### config.mk
export PLATFORM = sky130hd
export DESIGN_NAME = nvm_ctrl
export DESIGN_NICKNAME = d
export VERILOG_FILES = /design/src/design/nvm_pkg.sv /design/src/design/nvm_array.sv /design/src/design/nvm_ctrl.sv
export VERILOG_INCLUDE_DIRS = /design/src /design/src/design
export SDC_FILE = /design/constraint.sdc
export NUM_CORES = 2
export LEC_CHECK = 0
export ABC_AREA = 1
export BUFFER_PORTS_ARGS = -buffer_cell sky130_fd_sc_hd__buf_2
export CAP_MARGIN = 20
export CORE_ASPECT_RATIO = 0.8
export CORE_UTILIZATION = 42
export DETAILED_ROUTE_END_ITERATION = 7
export HOLD_SLACK_MARGIN = 0.05
export PLACE_DENSITY = 0.59
export SYNTH_ARGS = -nofsm -noshare
export SYNTH_HDL_FRONTEND = slang
export SYNTH_SLANG_ARGS = --single-unit
### constraint.sdc
create_clock -name aclk -period 1.9 [get_ports aclk]
set_input_delay 0.38 -clock aclk [delete_from_list [all_inputs] [get_ports aclk]]
set_output_delay 0.38 -clock aclk [all_outputs]
set_load 0.01 [all_outputs]
### src/design/nvm_cfg.svh
/*
  constants for the flash data memory control block: register offsets,
  field positions, reset values and cycle counts.
  assumes inclusion by bare name from design files.
*/
`ifndef NVM_CFG_SVH
`define NVM_CFG_SVH

`define NVM_ADDR_CONTROL 32'h0000_0000
`define NVM_ADDR_DATA 32'h0000_0004
`define NVM_ADDR_ADDRESS 32'h0000_0008
`define NVM_ADDR_BITSET 32'h0000_000c
`define NVM_ADDR_STATUS 32'h0000_0010

`define NVM_BIT_READ 0
`define NVM_BIT_WRITE 1
`define NVM_BIT_WEN 2
`define NVM_BIT_ERR 3
`define NVM_BIT_ERASE 4

`define NVM_ROW_LSB 3
`define NVM_ERASED_BYTE 8'hff
`define NVM_ERASE_NS 2000
`define NVM_WRITE_NS 1000
`define NVM_CLK_MHZ 50
`define NVM_ERASE_CYCLES ((`NVM_ERASE_NS * `NVM_CLK_MHZ + 999) / 1000)
`define NVM_WRITE_CYCLES ((`NVM_WRITE_NS * `NVM_CLK_MHZ + 999) / 1000)

`endif

### src/design/nvm_pkg.sv
/*
  types for the flash data memory control block.
  assumes nothing beyond a systemverilog compiler.
*/
package nvm_pkg;
  typedef enum logic [1:0] {st_idle, st_erase, st_write} nvm_state_e;
endpackage

### src/design/nvm_array.sv
/*
  flash data array: 64 bytes as eight rows, byte program and row erase.
  assumes one command at a time from the control block.
*/
`timescale 1ns/100ps
`include "nvm_cfg.svh"
module nvm_array #(
  parameter int ROWS = 8,
  parameter int ROW_BYTES = 8
) (
  input wire logic aclk,
  input wire logic aresetn,
  input wire logic [5:0] addr,
  input wire logic [7:0] wdata,
  input wire logic prog,
  input wire logic erase,
  output logic [7:0] rdata
);
  logic [7:0] mem [ROWS*ROW_BYTES];
  logic [7:0] next_mem [ROWS*ROW_BYTES];

  assign rdata = mem[addr];

  always_comb begin
    for (int i = 0; i < ROWS*ROW_BYTES; i++) begin
      next_mem[i] = mem[i];
      if (erase && (i / ROW_BYTES) == int'(addr[5:`NVM_ROW_LSB])) begin
        next_mem[i] = `NVM_ERASED_BYTE;
      end
    end
    if (prog) begin
      next_mem[addr] = wdata;
    end
  end

  always_ff @(posedge aclk) begin
    if (!aresetn) begin
      for (int i = 0; i < ROWS*ROW_BYTES; i++) begin
        mem[i] <= `NVM_ERASED_BYTE;
      end
    end else begin
      mem <= next_mem;
    end
  end
endmodule

### src/design/nvm_ctrl.sv
/*
  flash data memory controller with an axi4-lite register slave.
  control offset: plain write (erase select may be set; read, enable and
  trigger bits cannot). bitset offset: single-bit-set write of one bit.
  assumes the core samples stall and holds instruction flow while it is high.
*/
`timescale 1ns/100ps
`include "nvm_cfg.svh"
module nvm_ctrl
  import nvm_pkg::*;
#(
  parameter int ERASE_CYCLES = `NVM_ERASE_CYCLES,
  parameter int WRITE_CYCLES = `NVM_WRITE_CYCLES
) (
  input wire logic aclk,
  input wire logic aresetn,
  input wire logic [31:0] s_axi_awaddr,
  input wire logic s_axi_awvalid,
  output logic s_axi_awready,
  input wire logic [31:0] s_axi_wdata,
  input wire logic [3:0] s_axi_wstrb,
  input wire logic s_axi_wvalid,
  output logic s_axi_wready,
  output logic [1:0] s_axi_bresp,
  output logic s_axi_bvalid,
  input wire logic s_axi_bready,
  input wire logic [31:0] s_axi_araddr,
  input wire logic s_axi_arvalid,
  output logic s_axi_arready,
  output logic [31:0] s_axi_rdata,
  output logic [1:0] s_axi_rresp,
  output logic s_axi_rvalid,
  input wire logic s_axi_rready,
  output logic stall
);
  // ****************************************
  // state
  // ****************************************
  nvm_state_e state, next_state;
  logic [15:0] cnt, next_cnt;
  logic [5:0] nvm_address_reg, next_address;
  logic [7:0] nvm_data_reg, next_data;
  logic erase_sel, next_erase_sel;
  logic write_enable_bit, next_wen;
  logic wen_age, next_wen_age;
  logic erase_age, next_erase_age;
  logic trig, next_trig;
  logic err, next_err;
  logic [7:0] array_rdata;
  logic arr_prog, arr_erase;
  logic aw_got, next_aw_got, w_got, next_w_got;
  logic [31:0] aw_addr, next_aw_addr, w_data, next_w_data;
  logic [3:0] w_strb, next_w_strb;
  logic next_awready, next_wready, next_bvalid, next_arready, next_rvalid;
  logic [1:0] next_bresp, next_rresp;
  logic [31:0] next_rdata;
  logic next_stall;

  function automatic logic mapped(input logic [31:0] a);
    mapped = (a == `NVM_ADDR_CONTROL) || (a == `NVM_ADDR_DATA) ||
             (a == `NVM_ADDR_ADDRESS) || (a == `NVM_ADDR_BITSET) ||
             (a == `NVM_ADDR_STATUS);
  endfunction

  // the array sits only behind the registers
  nvm_array #(.ROWS(8), .ROW_BYTES(8)) u_array (
    .aclk(aclk),
    .aresetn(aresetn),
    .addr(nvm_address_reg),
    .wdata(nvm_data_reg),
    .prog(arr_prog),
    .erase(arr_erase),
    .rdata(array_rdata)
  );

  // ****************************************
  // control
  // ****************************************
  logic do_write;
  logic [31:0] bit_pos;
  always_comb begin
    do_write = aw_got && w_got && !s_axi_bvalid && (state == st_idle);
    bit_pos = w_data;
    next_state = state;
    next_cnt = cnt;
    next_address = nvm_address_reg;
    next_data = nvm_data_reg;
    next_erase_sel = erase_sel;
    next_wen = write_enable_bit;
    next_trig = trig;
    next_err = err;
    // an instruction is one accepted write; ages last until the next one
    next_wen_age = wen_age && !do_write;
    next_erase_age = erase_age && !do_write;
    arr_prog = 1'b0;
    arr_erase = 1'b0;
    // unlock bits lapse at the next instruction unless it sets the next bit
    if (do_write && erase_age && !write_enable_bit) next_erase_sel = 1'b0;
    if (do_write && wen_age && !trig) next_wen = 1'b0;
    if (do_write && w_strb[0]) begin
      case (aw_addr)
        `NVM_ADDR_CONTROL: begin
          // plain write: erase select may be set or cleared; error and write enable may only be cleared
          next_erase_sel = w_data[`NVM_BIT_ERASE];
          next_erase_age = w_data[`NVM_BIT_ERASE];
          next_err = w_data[`NVM_BIT_ERR] & err;
          if (!w_data[`NVM_BIT_WEN]) next_wen = 1'b0;
        end
        `NVM_ADDR_DATA: next_data = w_data[7:0];
        `NVM_ADDR_ADDRESS: next_address = w_data[5:0];
        `NVM_ADDR_BITSET: begin
          case (bit_pos[2:0])
            3'h0: next_data = array_rdata;
            3'h2: begin
              if (erase_age || !erase_sel) begin
                next_wen = 1'b1;
                next_wen_age = 1'b1;
                if (erase_age) next_erase_sel = 1'b1;
              end
            end
            3'h1: begin
              if (wen_age) begin
                next_trig = 1'b1;
                next_wen = 1'b1;
                next_state = erase_sel ? st_erase : st_write;
                next_cnt = 16'(erase_sel ? ERASE_CYCLES : WRITE_CYCLES);
              end else begin
                next_err = 1'b1;
              end
            end
            3'h4: begin
              next_erase_sel = 1'b1;
              next_erase_age = 1'b1;
            end
            default: ;
          endcase
        end
        default: ;
      endcase
    end
    case (state)
      st_idle: ;
      st_erase, st_write: begin
        next_erase_age = 1'b0;
        next_wen_age = 1'b0;
        if (cnt <= 16'h0001) begin
          if (state == st_erase) arr_erase = 1'b1;
          else arr_prog = 1'b1;
          next_state = st_idle;
          next_trig = 1'b0;
          next_wen = 1'b0;
          next_erase_sel = 1'b0;
        end else begin
          next_cnt = cnt - 16'h0001;
        end
      end
      default: next_state = st_idle;
    endcase
    // stall through erase/write; reads complete in the access itself
    next_stall = (next_state != st_idle);
  end

  // ****************************************
  // axi4-lite slave
  // ****************************************
  always_comb begin
    next_aw_got = aw_got;
    next_w_got = w_got;
    next_aw_addr = aw_addr;
    next_w_data = w_data;
    next_w_strb = w_strb;
    next_bvalid = s_axi_bvalid;
    next_bresp = s_axi_bresp;
    next_arready = 1'b0;
    next_rvalid = s_axi_rvalid;
    next_rdata = s_axi_rdata;
    next_rresp = s_axi_rresp;
    if (s_axi_awvalid && s_axi_awready) begin
      next_aw_got = 1'b1;
      next_aw_addr = s_axi_awaddr;
    end
    if (s_axi_wvalid && s_axi_wready) begin
      next_w_got = 1'b1;
      next_w_data = s_axi_wdata;
      next_w_strb = s_axi_wstrb;
    end
    if (do_write) begin
      next_aw_got = 1'b0;
      next_w_got = 1'b0;
      next_bvalid = 1'b1;
      next_bresp = mapped(aw_addr) ? 2'h0 : 2'h2;
    end
    if (s_axi_bvalid && s_axi_bready) next_bvalid = 1'b0;
    next_awready = !next_aw_got && !next_bvalid;
    next_wready = !next_w_got && !next_bvalid;
    if (s_axi_rvalid && s_axi_rready) next_rvalid = 1'b0;
    if (s_axi_arvalid && !s_axi_arready && !s_axi_rvalid) begin
      next_arready = 1'b1;
      next_rvalid = 1'b1;
      next_rresp = mapped(s_axi_araddr) ? 2'h0 : 2'h2;
      case (s_axi_araddr)
        `NVM_ADDR_CONTROL, `NVM_ADDR_STATUS: next_rdata = {27'h0, erase_sel, err,
          write_enable_bit, trig, 1'b0};
        `NVM_ADDR_DATA: next_rdata = {24'h0, nvm_data_reg};
        `NVM_ADDR_ADDRESS: next_rdata = {26'h0, nvm_address_reg};
        default: next_rdata = 32'h0;
      endcase
    end
  end

  always_ff @(posedge aclk) begin
    if (!aresetn) begin
      state <= st_idle;
      cnt <= 16'h0;
      nvm_address_reg <= 6'h0;
      nvm_data_reg <= 8'h0;
      erase_sel <= 1'b0;
      write_enable_bit <= 1'b0;
      wen_age <= 1'b0;
      erase_age <= 1'b0;
      trig <= 1'b0;
      err <= 1'b0;
      stall <= 1'b0;
      aw_got <= 1'b0;
      w_got <= 1'b0;
      aw_addr <= 32'h0;
      w_data <= 32'h0;
      w_strb <= 4'h0;
      s_axi_awready <= 1'b0;
      s_axi_wready <= 1'b0;
      s_axi_bvalid <= 1'b0;
      s_axi_bresp <= 2'h0;
      s_axi_arready <= 1'b0;
      s_axi_rvalid <= 1'b0;
      s_axi_rdata <= 32'h0;
      s_axi_rresp <= 2'h0;
    end else begin
      state <= next_state;
      cnt <= next_cnt;
      nvm_address_reg <= next_address;
      nvm_data_reg <= next_data;
      erase_sel <= next_erase_sel;
      write_enable_bit <= next_wen;
      wen_age <= next_wen_age;
      erase_age <= next_erase_age;
      trig <= next_trig;
      err <= next_err;
      stall <= next_stall;
      aw_got <= next_aw_got;
      w_got <= next_w_got;
      aw_addr <= next_aw_addr;
      w_data <= next_w_data;
      w_strb <= next_w_strb;
      s_axi_awready <= next_awready;
      s_axi_wready <= next_wready;
      s_axi_bvalid <= next_bvalid;
      s_axi_bresp <= next_bresp;
      s_axi_arready <= next_arready;
      s_axi_rvalid <= next_rvalid;
      s_axi_rdata <= next_rdata;
      s_axi_rresp <= next_rresp;
    end
  end

  // ****************************************
  // assertions
  // ****************************************
  a_enable_lapse: assert property (@(posedge aclk) disable iff (!aresetn)
    do_write && wen_age && aw_addr != `NVM_ADDR_BITSET |=> !write_enable_bit)
    else $error("write enable did not lapse");
  a_select_lapse: assert property (@(posedge aclk) disable iff (!aresetn)
    do_write && erase_age && aw_addr != `NVM_ADDR_CONTROL && aw_addr != `NVM_ADDR_BITSET
    |=> !erase_sel)
    else $error("erase select did not lapse");
  a_error_flag: assert property (@(posedge aclk) disable iff (!aresetn)
    do_write && w_strb[0] && aw_addr == `NVM_ADDR_BITSET && w_data[2:0] == 3'h1 && !wen_age
    |=> err && !trig)
    else $error("locked trigger not refused");
  a_no_early_start: assert property (@(posedge aclk) disable iff (!aresetn)
    $rose(stall) |-> $past(do_write) && $past(wen_age))
    else $error("cycle started without unlock");
  a_trigger_locked: assert property (@(posedge aclk) disable iff (!aresetn)
    $rose(trig) |-> $past(wen_age))
    else $error("trigger without unlock");
  a_stall_busy: assert property (@(posedge aclk) disable iff (!aresetn)
    (state != st_idle) |-> stall)
    else $error("no stall during cycle");
  a_end_clears: assert property (@(posedge aclk) disable iff (!aresetn)
    (state != st_idle) ##1 (state == st_idle) |-> !trig && !write_enable_bit && !erase_sel)
    else $error("bits not cleared at end");
  a_read_data: assert property (@(posedge aclk) disable iff (!aresetn)
    do_write && w_strb[0] && aw_addr == `NVM_ADDR_BITSET && w_data[2:0] == 3'h0
    |=> nvm_data_reg == $past(array_rdata))
    else $error("read data not loaded");
  a_data_holds: assert property (@(posedge aclk) disable iff (!aresetn)
    !do_write |=> $stable(nvm_data_reg))
    else $error("data register changed");
  a_plain_no_trig: assert property (@(posedge aclk) disable iff (!aresetn)
    do_write && aw_addr == `NVM_ADDR_CONTROL && !trig |=> !trig)
    else $error("plain write set trigger");
  c_erase: cover property (@(posedge aclk) state == st_erase ##1 state == st_idle);
  c_write: cover property (@(posedge aclk) state == st_write ##1 state == st_idle);
  c_lapse: cover property (@(posedge aclk) write_enable_bit ##1 !write_enable_bit);
  c_error: cover property (@(posedge aclk) $rose(err));
endmodule

==> results.md <==
- Core area: around 72000 um2
- Top cell by count, worst path: nor2_4
- Fillers: 6458
- Die area: 74300 um2
- WL final: 119000 um
- ANT cells: 0
- Total GRT Usage: 29.1%
- Yosys top cell by area: dfxtp_1
- Yosys warns: 0
- CP max-delay cell: dfxtp_2
- Slew @ Worst Pin: between 900 and 1000 ps
- Asr flop ratio synth: 0%
- Drt drc: 0
- P&R area growth vs syn: 40.7%
- CTS tree: built
- Maxcap violations: 0
- Internal power: 21200 uW
- H-tree depth: 3
- Fin crit period: 2160 ps
- Post-Route Skew: 32.0 ps
- Routability Congestion: 0.915
- Root buf cell: clkbuf_16
- Synth Area in XOR/XNOR: 0.114%
- Vias per cell: 5.61
- Buffers on Ports: 95
- Hold/Removal Path Class: in -> reg
- Final instance area: around 43000 um2
- Final Setup Violations: 536
- CP Data Required Time: 2430 ps
- Vias in the first global route: 29178
- Nets: 5114
- TNS Setup: -65340 ps
- Main synth FF type: dfxtp_1
- RSZ-0062 raised after global routing: yes
- NetSw: 6220 uW
- Final period util: 114%
- Clk slew on worst S/H paths: approximately 60 ps
- Largest net degree at the start of global routing: 90
- Pins Over Slew Limit: 0
- Reg with most FFs: u_array.mem
- Area share of fa/ha/maj cells after synthesis: less than 1%
- Synth cell count leaders: nand2_1, dfxtp_1, o211ai_1, a21oi_1, inv_1
- Final core utilization: 59.9%
- Switching Fraction: between 20% and 30%
- Setup slack, reg-to-reg: -260 ps
- Synth area leaders: dfxtp_1, nand2_1, o211ai_1, a21oi_1, o21ai_0
- Hpwl dp: 67500 um
- Synth top area share: 39.6%
- Pwr per Cell Area: ~630 nW/um2
- Post-synthesis mux area share: 0%
- Synth Cell Area: about 31000 um2
- Worst-path fanout max: 6
- Combinational Power Share: 3.5%
- Failing checks: negative setup slack
- Post-Synth Simple-Gate Area: 27.3%
- Die H: 244 um
- Tot Pwr: between 20000 and 30000 uW
- Slew HR: 38.7%
- First-pass GRT wire length: 173000 um
- Max reg flops: 512
- Max Buffers Root-to-Sink: 3
- Routed Antenna Nets: 0
- Register area share after synthesis: 39.6%
- Initial DRC count: 3928
- Via count: 33607
- Worst skew pair latency: 620 ps
- IO Pins: 149
- Worst Setup End Kind: register
- Post-synth EDFFs: 0
- Row Count: 88
- Initial DRT Pass Iterations: 5
- Slowest stage delay, CP: 340 ps
- Clock Power Share: 49.5%
- Antenna violations before repair: 0
- Share of post-route cells with drive strength above 1: about a quarter
- Leak: just under 0.02 uW
- Critical Path Start Type: register
- Post-DP Area: 34900 um2
- Post-Syn Area per Cell: 6.63 um2
- Yosys reg bits: 609
- CP cell instances: nor2_4 > inv_2 > nor3_2 > nand3_2 > nor2_4 > nand2_4 > buf_8 > nor2_4 > buf_6 > clkbuf_16 > a31oi_1 > o21ai_1
- Flop pwr share: 47.1%
- Largest regs: u_array.mem (512), aw_addr (32), cnt (16)
- Cells after synthesis: 4638
- Total grt overflow: 0
- Worst setup margin: -264 ps
- VDD IR max: 0.513 mV
- Cell variety after synth: 42
- Compound-cell area share of the yosys netlist: 22.8%
- FMAX: 462 MHz
- Most frequent cell after synthesis: nand2_1
- CTS Sinks: 609
- Path type of the worst setup path: reg -> reg
- Final Hold Fails: 0
- Chip width: 305 um
- CP Data Arrival Time: 2700 ps
- Main combinational cell family by area after synthesis: simple AND/OR/NAND/NOR gates
- Initial Util: 42.6%
- Num CTS Buffers: 67
- Status: finished with violations
- Wire length per cell: 19.8 um
routing by layer:
| layer | vias to the layer above | wire length, um | track usage, % |
|---|---|---|---|
| met5 | - | 24 | 0 |
| met4 | 2 | 2910 | 7.74 |
| met3 | 202 | 11300 | 4.78 |
| met2 | 1574 | 51100 | 43.7 |
| met1 | 15740 | 53600 | 42.7 |
| li1 | 16089 | - | - |
final cells by class:
| cell class | count | area, um2 | area share (%) |
|---|---|---|---|
| Sequential cell | 609 | 12200 | 28.3 |
| Clock inverter | 13 | 235 | 0.543 |
| Timing Repair Buffer | 663 | 7620 | 17.6 |
| Inverter | 341 | 1330 | 3.08 |
| Multi-Input combinational cell | 3318 | 18700 | 43.1 |
| Tap cell | 945 | 1180 | 2.73 |
| Timing Repair inverter | 1 | 30.0 | 0.0694 |
| Clock buffer | 102 | 2000 | 4.62 |
cells in the final DEF, fill, tap and decap left out, types with 27 or more instances in the layout:
cell type      count
nand2_1         1340
dfxtp_1          585
o211ai_1         359
inv_1            315
buf_4            294
a21oi_1          274
o21ai_0          204
nand3_1          188
nor2_1           171
nand2_2          148
o21ai_1          130
buf_12           113
clkbuf_16         98
buf_2             95
buf_6             58
nand2_4           57
a31oi_1           57
nor2_4            52
a21oi_2           51
a31oi_4           48
o21ai_2           39
nand3_2           33
dlygate4sd3_1     33
nor2_2            27
buf_16            27
timing repair:
item	4_1_cts	5_1_grt
setup endpoints to repair	528	549
cloned	28	46
gates resized for setup	321	584
endpoints found under the hold margin	33	0
pin swaps	43	138
hold buffers	33	0
buffers inserted	50	49
power by group through the flow:
| stage | combinational [uW] | clock (uW) | sequential (uW) |
|---|---|---|---|
| detailed placement | 797 | 0 | 13200 |
| CTS | 855 | 13700 | 12900 |
| global placement | 791 | 0 | 13200 |
| finish | 956 | 13500 | 12900 |
| floorplan | 526 | 0 | 13200 |
| global route | 1050 | 14200 | 12900 |
per-stage QoR:
step,cells,hold WS (ps),worst slack [ps]
after global routing,5992,75.7,-333
after floorplan,4663,415,-68.7
final,5992,76.3,-264
after detailed placement,5683,438,-319
after CTS,5907,55.4,-161
after global placement,5683,435,-301
path summary, 6_finish.rpt:
path	from	endpoint	cells after the start
worst min-delay path	s_axi_awaddr[7]	aw_addr[7]	3
worst max-delay path	cnt[7]	u_array.mem[51]	12
worst max register to register	cnt[7]	u_array.mem[51]	12
worst min register to register	w_got	s_axi_wready	1
worst max-delay path, delay by kind of cell, from the launching register on:
family,cells,cell delay [ps]
simple gates,6,930
buf+inv,4,620
flops,1,340
compound gates,2,180
cells by family (layout without fill, tap and decap cells):
logic type,Yosys count,in the layout
xor+xnor,4,4
fa+ha+maj,6,6
flops,609,609
buf+inv,744,1120
other cells,1,26
simple gates,2089,2097
compound gates,1185,1185
(Power assumes the default switching activity.)
